File: config.mk
export PLATFORM = sky130hd
export DESIGN_NAME = rpc_reset_ctrl
export DESIGN_NICKNAME = d
export VERILOG_FILES = /design/src/include/rpc_pkg.sv /design/src/rtl/rpc_reset_ctrl.sv /design/src/rtl/rpc_sync2.sv
export SDC_FILE = /design/constraint.sdc
export NUM_CORES = 1
export LEC_CHECK = 0
export BUFFER_PORTS_ARGS = -buffer_cell sky130_fd_sc_hd__buf_2
export CAP_MARGIN = 20
export CORE_MARGIN = 2
export CORE_UTILIZATION = 31
export DETAILED_ROUTE_END_ITERATION = 6
export MAX_ROUTING_LAYER = met4
export SLEW_MARGIN = 30
export SYNTH_ARGS = -nofsm -noshare
export SYNTH_HDL_FRONTEND = slang
export SYNTH_SLANG_ARGS = --single-unit
File: constraint.sdc
create_clock -name core_clk -period 3.53 [get_ports core_clk]
set_input_delay 0 -clock core_clk [delete_from_list [all_inputs] [get_ports core_clk]]
set_output_delay 0 -clock core_clk [all_outputs]
set_load 0.02 [all_outputs]
File: src/include/rpc_pkg.sv
// Constants shared by the reset pin control block and its synchroniser.
// Assumes a single core clock; all times are counted in clock phase units.
package rpc_pkg;

  // ==========================================================================
  // Timing
  // Core clock period and the length of one clock phase unit
  localparam int CLK_PERIOD_PS = 25000;
  localparam int PHASE_UNIT_PS = 25000;
  // Internal reset sequence length, in clock phase units
  localparam int SEQ_UNITS = 1024;
  // Delay from pull-down release to sampling the filtered input
  localparam int SAMPLE_UNITS = 8;
  // Derived cycle counts, never below one cycle
  localparam int SEQ_CYC_I = (SEQ_UNITS * PHASE_UNIT_PS) / CLK_PERIOD_PS;
  localparam int SAMPLE_CYC_I = (SAMPLE_UNITS * PHASE_UNIT_PS) / CLK_PERIOD_PS;
  localparam int CNT_W = 11;
  localparam logic [CNT_W-1:0] SEQ_CYC = CNT_W'((SEQ_CYC_I < 1) ? 1 : SEQ_CYC_I);
  localparam logic [CNT_W-1:0] SAMPLE_CYC =
    CNT_W'((SAMPLE_CYC_I < 1) ? 1 : SAMPLE_CYC_I);
  localparam logic [CNT_W-1:0] CNT_ZERO = 11'h000;
  localparam logic [CNT_W-1:0] CNT_ONE = 11'h001;

  // ==========================================================================
  // Reset values
  // Idle level of the reset input pin as seen by the synchroniser
  localparam logic PIN_IDLE = 1'h1;
  // Level the open-drain output drives when enabled
  localparam logic PIN_LOW = 1'h0;

  // ==========================================================================
  // Reset flag patterns {poweron, long hw, short hw, software, watchdog}
  localparam logic [4:0] FLAGS_POR = 5'h1e;
  localparam logic [4:0] FLAGS_LONG = 5'h0e;
  localparam logic [4:0] FLAGS_SHORT = 5'h06;
  localparam logic [4:0] FLAGS_SW = 5'h02;
  localparam logic [4:0] FLAGS_WDT = 5'h01;

  // ==========================================================================
  // Sequencer states, Gray coded along run, sequence, sample
  typedef enum logic [2:0] {
    ST_RUN = 3'h0,
    ST_SEQ = 3'h1,
    ST_SAMPLE = 3'h3,
    ST_HOLD = 3'h2,
    ST_ASYNC = 3'h6
  } rpc_state_e;

  // Cause of the reset sequence in progress
  typedef enum logic [2:0] {
    SRC_POR = 3'h0,
    SRC_HW_SHORT = 3'h1,
    SRC_HW_LONG = 3'h2,
    SRC_HW_ASYNC = 3'h3,
    SRC_SW = 3'h4,
    SRC_WDT = 3'h5
  } rpc_src_e;

endpackage

File: src/rtl/rpc_reset_ctrl.sv
// Reset pin control: reset sequencer, pin drivers and reset source flags.
// Assumes pin levels arrive as plain inputs; the pad resolves open-drain
// output from resetInPinO and resetInPinOe. arst_n is the power-on reset.
//
// Notes on behaviour
// - Bidir enabled: pull reset input during sequence.
// - Reset output low until end-of-init executes.
// - Powerdown config set: pull-up on at end.
// - Reset input low, powerdown pin low: async.
// - Powerdown pin pull-down follows low reset input.
// - Short pulse with powerdown pin high: synchronous.
// - Input held until powerdown pin low: async.
// - Power-on sets flags 1,1,1,1 and watchdog 0.
// - Bidir bit writable before init end, cleared.
// - Sample filtered input eight units after release.
`timescale 1ns/1ps

module rpc_reset_ctrl (
  input wire logic core_clk,
  input wire logic arst_n,
  input wire logic resetInPinI,
  output logic resetInPinO,
  output logic resetInPinOe,
  input wire logic rpdPinI,
  output logic rpdPullDownEn,
  output logic rpdPullUpEn,
  output logic resetOutPin,
  input wire logic swResetReq,
  input wire logic wdtResetReq,
  input wire logic endOfInitExec,
  input wire logic cfgWrEn,
  input wire logic cfgBidirResetEnable,
  input wire logic cfgPowerdownConfig,
  output logic bidirResetEnable,
  output logic powerdownConfigBit,
  output logic internalResetActive,
  output logic asyncResetActive,
  output logic poweronResetFlag,
  output logic longHwResetFlag,
  output logic shortHwResetFlag,
  output logic softwareResetFlag,
  output logic watchdogResetFlag
);

  rpc_pkg::rpc_state_e state_q;
  rpc_pkg::rpc_src_e src_q;
  logic [rpc_pkg::CNT_W-1:0] cnt_q;
  logic [4:0] flags_q;
  logic bidirEn_q;
  logic bidirSeq_q;
  logic powerdown_config_bit_q;
  logic initDone_q;
  logic resetOut_q;
  logic pullUpArm_q;
  logic filtRst;
  logic srcIsSync;
  logic asyncGo;
  logic hwSyncGo;
  logic seqEnd;
  logic sampleEnd;
  logic seqStart;
  logic endOfReset;

  // ==========================================================================
  // Input conditioning
  // Reset input synchronised before any sequencer decision; the powerdown pin pulls use the raw pin
  rpc_sync2 u_sync (
    .core_clk(core_clk),
    .arst_n(arst_n),
    .asyncIn(resetInPinI),
    .syncOut(filtRst)
  );

  // ==========================================================================
  // Reset decisions
  // Software and watchdog sequences ignore our own pulled-down input
  assign srcIsSync = (src_q == rpc_pkg::SRC_SW) || (src_q == rpc_pkg::SRC_WDT);
  // Input low with powerdown pin low means asynchronous hardware reset
  assign asyncGo = !filtRst && !rpdPinI && (state_q != rpc_pkg::ST_ASYNC)
    && !((state_q == rpc_pkg::ST_SEQ) && srcIsSync);
  // Input low with powerdown pin high starts a synchronous reset
  assign hwSyncGo = !filtRst && rpdPinI && (state_q == rpc_pkg::ST_RUN);
  assign seqEnd = (state_q == rpc_pkg::ST_SEQ) && (cnt_q == rpc_pkg::CNT_ONE);
  assign sampleEnd = (state_q == rpc_pkg::ST_SAMPLE) && (cnt_q == rpc_pkg::CNT_ONE);
  // Any new sequence entered from run state
  assign seqStart = (state_q == rpc_pkg::ST_RUN)
    && (hwSyncGo || swResetReq || wdtResetReq);
  // Return to run state closes the reset sequence
  assign endOfReset = (state_q != rpc_pkg::ST_RUN) && (state_q != rpc_pkg::ST_ASYNC)
    && (((state_q == rpc_pkg::ST_SEQ) && seqEnd && !bidirSeq_q
         && (srcIsSync || filtRst))
      || (sampleEnd && filtRst)
      || ((state_q == rpc_pkg::ST_HOLD) && filtRst))
    && !asyncGo;

  // ==========================================================================
  // Sequencer state, source and counter
  always_ff @(posedge core_clk or negedge arst_n) begin
    if (!arst_n) begin
      state_q <= rpc_pkg::ST_SEQ;
      src_q <= rpc_pkg::SRC_POR;
      cnt_q <= rpc_pkg::SEQ_CYC;
    end else if (asyncGo) begin
      state_q <= rpc_pkg::ST_ASYNC;
      src_q <= rpc_pkg::SRC_HW_ASYNC;
      cnt_q <= rpc_pkg::CNT_ZERO;
    end else begin
      unique case (state_q)
        rpc_pkg::ST_RUN: begin
          if (hwSyncGo) begin
            state_q <= rpc_pkg::ST_SEQ;
            src_q <= rpc_pkg::SRC_HW_SHORT;
            cnt_q <= rpc_pkg::SEQ_CYC;
          end else if (swResetReq || wdtResetReq) begin
            state_q <= rpc_pkg::ST_SEQ;
            src_q <= swResetReq ? rpc_pkg::SRC_SW : rpc_pkg::SRC_WDT;
            cnt_q <= rpc_pkg::SEQ_CYC;
          end
        end
        rpc_pkg::ST_SEQ: begin
          if (seqEnd) begin
            if (bidirSeq_q) begin
              state_q <= rpc_pkg::ST_SAMPLE;
              cnt_q <= rpc_pkg::SAMPLE_CYC;
            end else if (!srcIsSync && !filtRst) begin
              state_q <= rpc_pkg::ST_HOLD;
              src_q <= rpc_pkg::SRC_HW_LONG;
            end else begin
              state_q <= rpc_pkg::ST_RUN;
            end
          end else begin
            cnt_q <= cnt_q - rpc_pkg::CNT_ONE;
          end
        end
        rpc_pkg::ST_SAMPLE: begin
          if (sampleEnd) begin
            if (filtRst) begin
              state_q <= rpc_pkg::ST_RUN;
            end else if (srcIsSync) begin
              state_q <= rpc_pkg::ST_SEQ;
              src_q <= rpc_pkg::SRC_HW_SHORT;
              cnt_q <= rpc_pkg::SEQ_CYC;
            end else begin
              state_q <= rpc_pkg::ST_HOLD;
              src_q <= rpc_pkg::SRC_HW_LONG;
            end
          end else begin
            cnt_q <= cnt_q - rpc_pkg::CNT_ONE;
          end
        end
        rpc_pkg::ST_HOLD: begin
          if (filtRst) begin
            state_q <= rpc_pkg::ST_RUN;
          end
        end
        rpc_pkg::ST_ASYNC: begin
          // Full internal sequence restarts once the input returns high
          if (filtRst) begin
            state_q <= rpc_pkg::ST_SEQ;
            cnt_q <= rpc_pkg::SEQ_CYC;
          end
        end
        default: begin
          state_q <= rpc_pkg::ST_RUN;
        end
      endcase
    end
  end

  // ==========================================================================
  // Reset source flags, overwritten by the latest reset cause
  always_ff @(posedge core_clk or negedge arst_n) begin
    if (!arst_n) begin
      flags_q <= rpc_pkg::FLAGS_POR;
    end else if (asyncGo) begin
      flags_q <= rpc_pkg::FLAGS_LONG;
    end else if (hwSyncGo) begin
      flags_q <= rpc_pkg::FLAGS_SHORT;
    end else if (seqStart) begin
      flags_q <= swResetReq ? rpc_pkg::FLAGS_SW : rpc_pkg::FLAGS_WDT;
    end else if (sampleEnd && !filtRst) begin
      // Late low input masks the earlier cause
      flags_q <= srcIsSync ? rpc_pkg::FLAGS_SHORT : rpc_pkg::FLAGS_LONG;
    end else if (seqEnd && !bidirSeq_q && !srcIsSync && !filtRst) begin
      flags_q <= rpc_pkg::FLAGS_LONG;
    end
  end

  // ==========================================================================
  // Configuration bits; bidir bit locked after end of init
  always_ff @(posedge core_clk or negedge arst_n) begin
    if (!arst_n) begin
      bidirEn_q <= 1'h0;
      bidirSeq_q <= 1'h0;
    end else if (asyncGo) begin
      bidirEn_q <= 1'h0;
      bidirSeq_q <= 1'h0;
    end else if (seqStart) begin
      bidirSeq_q <= bidirEn_q;
      bidirEn_q <= 1'h0;
    end else if ((state_q == rpc_pkg::ST_SAMPLE) || (state_q == rpc_pkg::ST_HOLD)) begin
      bidirSeq_q <= 1'h0;
    end else if (cfgWrEn && !initDone_q && (state_q == rpc_pkg::ST_RUN)) begin
      bidirEn_q <= cfgBidirResetEnable;
    end
  end

  // Powerdown config bit, kept across reset sequences
  always_ff @(posedge core_clk or negedge arst_n) begin
    if (!arst_n) begin
      powerdown_config_bit_q <= 1'h0;
    end else if (cfgWrEn && (state_q == rpc_pkg::ST_RUN)) begin
      powerdown_config_bit_q <= cfgPowerdownConfig;
    end
  end

  // ==========================================================================
  // Reset output: low from any reset until end-of-init executes
  always_ff @(posedge core_clk or negedge arst_n) begin
    if (!arst_n) begin
      resetOut_q <= 1'h0;
      initDone_q <= 1'h0;
    end else if (asyncGo || seqStart) begin
      resetOut_q <= 1'h0;
      initDone_q <= 1'h0;
    end else if (endOfInitExec && (state_q == rpc_pkg::ST_RUN)) begin
      resetOut_q <= 1'h1;
      initDone_q <= 1'h1;
    end
  end

  // ==========================================================================
  // Powerdown pin pull-up, armed at the end of each reset sequence
  always_ff @(posedge core_clk or negedge arst_n) begin
    if (!arst_n) begin
      pullUpArm_q <= 1'h0;
    end else if (asyncGo || seqStart) begin
      pullUpArm_q <= 1'h0;
    end else if (endOfReset) begin
      pullUpArm_q <= powerdown_config_bit_q;
    end
  end

  // ==========================================================================
  // Pin drivers
  // Open-drain pull-down while a bidirectional sequence runs; released
  // at once if the powerdown pin falls during a software or watchdog one
  assign resetInPinO = rpc_pkg::PIN_LOW;
  assign resetInPinOe = bidirSeq_q && (state_q == rpc_pkg::ST_SEQ)
    && (!srcIsSync || rpdPinI);
  // Weak pull-down discharges the powerdown capacitor while input is low
  assign rpdPullDownEn = !resetInPinI;
  assign rpdPullUpEn = pullUpArm_q && resetInPinI;
  assign resetOutPin = resetOut_q;

  // ==========================================================================
  // Status outputs
  assign bidirResetEnable = bidirEn_q;
  assign powerdownConfigBit = powerdown_config_bit_q;
  assign internalResetActive = (state_q != rpc_pkg::ST_RUN);
  assign asyncResetActive = (state_q == rpc_pkg::ST_ASYNC);
  assign poweronResetFlag = flags_q[4];
  assign longHwResetFlag = flags_q[3];
  assign shortHwResetFlag = flags_q[2];
  assign softwareResetFlag = flags_q[1];
  assign watchdogResetFlag = flags_q[0];

endmodule

File: src/rtl/rpc_sync2.sv
// Two-stage synchroniser for one asynchronous level.
// Assumes the input may change at any time relative to core_clk.
`timescale 1ns/1ps

module rpc_sync2 (
  input wire logic core_clk,
  input wire logic arst_n,
  input wire logic asyncIn,
  output logic syncOut
);

  logic meta_q;
  logic sync_q;

  // ==========================================================================
  // Synchroniser chain; first stage feeds only the second
  always_ff @(posedge core_clk or negedge arst_n) begin
    if (!arst_n) begin
      meta_q <= rpc_pkg::PIN_IDLE;
      sync_q <= rpc_pkg::PIN_IDLE;
    end else begin
      meta_q <= asyncIn;
      sync_q <= meta_q;
    end
  end

  assign syncOut = sync_q;

endmodule

=== Yosys cells after proc, flatten, opt, wreduce, memory -nomap -nowiden ===
Cells that the tools add are included.

* Add/sub/neg operators: 1
* Equal/unequal tests: 20
* Multiplexer cells: 50
* Reduce and logical (&&, ||, !) cells: 60

{| class="wikitable"
|+ Operators by type and width
! kind !! count
|-
| 11-bit 2-to-1 mux || 9
|-
| 3-bit 2-to-1 mux || 15
|-
| 11-bit one-hot mux with 4 select lines || 1
|-
| 1-bit logical AND || 29
|-
| 5-bit 2-to-1 mux || 5
|-
| 3-bit != test (second input constant) || 7
|-
| 4-bit != test (second input constant) || 4
|-
| 3-bit one-hot mux with 5 select lines || 1
|-
| 1-bit 2-to-1 mux || 12
|-
| 11-bit by 1-bit == test with 1-bit output (second input constant) || 1
|-
| 11-bit by 1-bit subtractor with 11-bit output (second input constant) || 1
|-
| 1-bit logical OR || 10
|-
| 2-bit 2-to-1 mux || 5
|-
| 5-bit nonzero test || 2
|-
| 3-bit == test (second input constant) || 3
|-
| 3-bit one-hot mux with 3 select lines || 1
|-
| 3-bit nonzero test || 3
|-
| 1-bit zero test || 8
|-
| 7-bit AND reduction || 1
|-
| 3-bit by 2-bit == test with 1-bit output (second input constant) || 2
|-
| 6-bit AND reduction || 1
|-
| 5-bit AND reduction || 1
|-
| 4-bit 2-to-1 mux || 1
|-
| 2-bit nonzero test || 2
|-
| 6 further kinds || 6
|}

* Word-level logic and storage cells: 142
* Bits in registers: 29
* Bits of input ports: 10
* Output and inout port bits: 14

=== Longest topological paths before layout ===
* Depth after elaboration: 11
* Gate-level depth with buffers: 8
* Depth with buffers taken out: 7

=== By module ===
A second synthesis with hierarchy kept.

* Cell total of the unflattened synthesis: 188
* Area, all modules: 1690.4 um^2

{| class="wikitable"
|+ Modules (own cells, without submodules)
! module !! times used !! area an instance (um^2) !! sequential area each (um^2) !! cells each
|-
| rpc_reset_ctrl || 1 || 1637.8 || 658.1 || 186
|-
| rpc_sync2 || 1 || 52.6 || 52.6 || 2
|}

=== Worst setup path after synthesis ===
Ideal clock, no wire load.

* Kind: reg2reg
* From: register cnt_q[5] (netlist bit)
* To: register src_q[1]
* Path slack: 1041 ps
* Cell stages (with the launch flop): 7
* Data required time: 3405 ps
* Setup time: 125 ps
* Period minus slack after synthesis: 2489 ps
* Arrival: 2364 ps
* Buffers on the path: 1
* Cells stage by stage: dfrtp_1 -> or4_4 -> or3_4 -> and3_4 -> buf_6 -> a211oi_4 -> mux2_4

* Longest elaborated chain between the ends: 4
* Elaborated cells on any way between the ends: 6
* Classes of those cells: eq/ne: 3; reduce/logical: 3

{| class="wikitable"
|+ Ends and longest elaborated chain
! what !! line !! RTL
|-
| start: declaration || rpc_reset_ctrl.sv:47 || <nowiki>logic [rpc_pkg::CNT_W-1:0] cnt_q;</nowiki>
|-
| start signal: assignment || rpc_reset_ctrl.sv:102 || <nowiki>cnt_q <= rpc_pkg::SEQ_CYC;</nowiki>
|-
| start signal: assignment || rpc_reset_ctrl.sv:106 || <nowiki>cnt_q <= rpc_pkg::CNT_ZERO;</nowiki>
|-
| start signal: assignment || rpc_reset_ctrl.sv:113 || <nowiki>cnt_q <= rpc_pkg::SEQ_CYC;</nowiki>
|-
| 11-bit by 1-bit == test with 1-bit output * || rpc_reset_ctrl.sv:83, rpc_reset_ctrl.sv:84 ||
|-
| 1-bit logical AND, on equally long branches || rpc_reset_ctrl.sv:84, rpc_reset_ctrl.sv:83 ||
|-
| 3-bit != test (no line) || n/a ||
|-
| 7-bit AND reduction (no line) * || n/a ||
|-
| end signal: assignment || rpc_reset_ctrl.sv:101 || <nowiki>src_q <= rpc_pkg::SRC_POR;</nowiki>
|-
| end signal: assignment || rpc_reset_ctrl.sv:105 || <nowiki>src_q <= rpc_pkg::SRC_HW_ASYNC;</nowiki>
|-
| end signal: assignment || rpc_reset_ctrl.sv:112 || <nowiki>src_q <= rpc_pkg::SRC_HW_SHORT;</nowiki>
|-
| end: declaration || rpc_reset_ctrl.sv:46 || <nowiki>rpc_pkg::rpc_src_e src_q;</nowiki>
|}

Mark *: on every way between the ends. The rest lies on a longest branch, timed or not.
A chain may end at the register's enable or synchronous reset.

=== Final worst setup path ===
* From: register cnt_q[5] (netlist bit)
* To: register src_q[2]

The elaborated chain is that of the path after synthesis.

==> results.tsv <==
stage	metric	value	unit
status	status	finished, final reports clean	
yosys	synth-seq-cells	28	
timing	finalMaxSlewViolations	0	
placement	dp_hpwl	2680	um
detailed_routing	wl_per_cell	12.9	um
yosys	netlist_area	0.00169	sq mm
timing	hold_viol	0	
clocking	numCtsBuffers	3	
timing	rsz0062_at_grt	false	
critical_path	worstRegToRegCells	5	
critical_path	crit_chain	or4_4, or3_4, and3_4, a211oi_4, mux2_4	
yosys	ys_types	47	
finish	seq_area	711	sq um
yosys	yosys-top-cells-area	dfrtp_1 (30%), dfstp_2 (12%), o21ai_0 (5.9%), inv_1 (4.0%), mux2_4 (3.6%)	
placement	placed_area	0.00185	sq mm
finish	instances_no_fill	277	
timing	fin_skew	0.00257	ns
yosys	synthCells	185	
clocking	clk_path_buf_depth	2	
critical_path	critPathMaxStageDelay	0.55	ns
timing	finalCritPeriodShare	72.4	%
placement	port_buffers	22	
floorplan	core	0.00517	sq mm
hold_path	hold_class	primary input to flip-flop	
finish	multi_input_area	863	sq um
timing	fmax	391	MHz
hold_path	hold_path.startpoint	swResetReq	
finish	diodes	0	
finish	area_growth	16.4	%
floorplan	die_h	77.8	um
critical_path	worst-path-max-fanout	9	
timing	min_period	2.56	ns
yosys	synth_mux_area_share	6.59	%
grt	grt_pass1_vias	1316	
detailed_routing	route.detailed.drc	0	
clocking	clk_latency	0.27	ns
power	ir_drop	334	uV
clocking	post_cts_buffers	0	
timing	worst_pin_slew	0.635	ns
detailed_routing	routed_via_density	4.96	
grt	overflow	0	
power	power_leakage	0.857	nW
detailed_routing	ant_nets	0	
critical_path	timing.rr.end	src_q[2]	
yosys	synth_top_family_by_area	compound AO/OA/AOI/OAI gates	
placement	post-place-ws	0.975	ns
power	power_density	899	mW/mm^2
grt	track_usage	13.3	%
critical_path	r2r-start	cnt_q[5]	
timing	slew_headroom	57.7	%
hold_path	whs_path_depth	3	
detailed_routing	vias	1373	
clocking	cts_sinks	28	
yosys	ys_seq_area_share	42.0	%
detailed_routing	dr.first_iter.drc_count	82	
clocking	tritoncts	done	
yosys	synth_area_leader_cell	dfrtp_1	
yosys	yosysWarnings	0	
grt	grt_pass1_wl	6260	um
critical_path	arrival	2.72	ns
grt	grt_max_degree	29	
clocking	clk_pin_slew	0.09	ns
yosys	asyncSetResetFlopFracSynth	100	%
yosys	synth-xor-area-share	0	%
finish	fin_area	0.00197	sq mm
floorplan	io_pins	24	
yosys	synthAdderAreaFrac	1.48	%
yosys	syn_avg_cell_area	9.14	sq um
placement	finalWeightedCongestion	0.915	
finish	fillers	524	
yosys	syn_nets	197	
floorplan	die_w	77.8	um
yosys	synth_compound_area_share	22.6	%
yosys	ys.flop_type	dfrtp_1	
critical_path	worstPathRequired	3.69	ns
finish	finalNetCount	220	
critical_path	startpoint_type	flip-flop	
finish	drive_gt1_share	24.6	%
detailed_routing	firstDrtPassIters	4	
flow_run	max_cap_viol_count	0	
critical_path	cp-end-kind	flip-flop	
detailed_routing	wirelength	3560	um
timing	setup_ws	0.975	ns
critical_path	crit_type	flip-flop to flip-flop	
floorplan	core.rowCount	26	
yosys	synth-edff-count	0	
grt	antenna_found_initial	0	
timing	fin_setup_tns	0	ns
clocking	cts_max_level	1	
hold_path	whs_endpoint	flags_q[0]	
yosys	synthSimpleGateAreaFrac	20.2	%
timing	finalSetupViolations	0	
yosys	synth_top_area_share	29.6	%
floorplan	dieArea	0.00606	sq mm
clocking	clockRootBuffer	clkbuf_8	
placement	placedCellCount	268	
critical_path	r2r_slack	0.97	ns
floorplan	initial_core_util	32.7	%
critical_path	crit_slowest_cell	or4_4	
timing repair:
action                     4_1_cts  5_1_grt
hold endpoints to repair        24        0
setup endpoints to repair        0        0
resized for setup                0        0
hold buffers                     5        0
cells by family (layout without fill, tap and decap cells):
group / after synthesis / after routing
other: 1 / 1
buffers and inverters: 28 / 50
AO/OA/AOI/OAI: 58 / 58
AND/OR/NAND/NOR: 59 / 59
multiplexers: 9 / 9
adder cells (fa/ha/maj): 2 / 2
flip-flops: 28 / 28
through the flow:
step / utilization [%] / hold WS [ns] / power [W]
4_1_cts: 38.1 / 0.0460 / 0.00179
3_5_place_dp: 35.7 / 0.0633 / 0.00153
6_report: 38.1 / 0.0479 / 0.00177
2_1_floorplan: - / -0.296 / 0.00132
5_1_grt: 38.1 / 0.0728 / 0.00193
3_3_place_gp: 35.7 / 0.0531 / 0.00152
power breakdown:
part           internal, W  switching (W)  leakage [nW]
Sequential        0.000459       0.000127         0.343
Combinational     0.000413       0.000522         0.478
Clock             0.000152      0.0000971        0.0357
worst max-delay path by stage:
stage                     from    endpoint  cells past startpoint
CTS                   cnt_q[5]    src_q[2]                      5
detailed placement    cnt_q[5]    src_q[2]                      5
global placement      cnt_q[7]    src_q[1]                      5
global route        state_q[0]  state_q[2]                      5
finish                cnt_q[5]    src_q[2]                      5
floorplan             cnt_q[5]    src_q[1]                      6
worst max-delay path, delay by kind of cell (launching register included):
kind | cells | cell delay, ns
and+or+nand+nor | 3 | 1.22
DFF | 1 | 0.42
AOI/OAI and AO/OA | 1 | 0.47
muxes | 1 | 0.34
cell type report:
cell class / instances / area share (%)
Tap cell: 70 / 4.45
Clock buffer: 3 / 2.10
Inverter: 18 / 3.43
Clock inverter: 1 / 1.53
Multi-Input combinational cell: 129 / 43.9
Timing Repair Buffer: 28 / 8.52
Sequential cell: 28 / 36.1
synth_stat cells, drive strengths merged, types with 4 or more instances:
| library cell | instances |
|---|---|
| dfrtp | 20 |
| o21ai | 20 |
| inv | 18 |
| nor2 | 15 |
| a21oi | 11 |
| clkbuf | 8 |
| dfstp | 8 |
| nand2 | 7 |
| nor2b | 6 |
| mux2 | 5 |
| nor4 | 5 |
| a31oi | 4 |
| and2 | 4 |
| and3 | 4 |
| mux2i | 4 |
| nand2b | 4 |
| or4 | 4 |
cell usage in the layout (no fill, tap or decap), drive strengths merged, types with 2 or more instances in the layout:
cell and n:
nor2b 6, and3 4, a211o 3, nand2 7
o211ai 3, mux2 5, nand2b 4, dfstp 8
buf 23, a21oi 11, a2111oi 2, clkbuf 3
o21ai 20, mux2i 4, o22ai 2, and2 4
nor4 5, ha 2, a211oi 2, nor3b 2
nor2 15, dfrtp 20, dlygate4sd3 5, a31oi 4
or4 4, nand3 2, a21o 2, inv 18
nor3 3
flip-flops by register name (all words and copies together) (netlist names):
register	flops
src_q	2
cnt_q	11
u_sync.meta_q	1
bidirSeq_q	1
u_sync.syncOut	1
bidirResetEnable	1
state_q	3
powerdownConfigBit	1
pullUpArm_q	1
flags_q	5
resetOutPin	1
metal layers:
metal | vias up | part of all wire (%) | GRT usage [%]
li1 | 704 | - | -
met4 | 0 | 0.95 | 5.00
met5 | - | 0 | -
met3 | 2 | 3.6 | 2.91
met1 | 641 | 51 | 17.9
met2 | 26 | 45 | 19.4
Power figures use the tool's default switching activity.
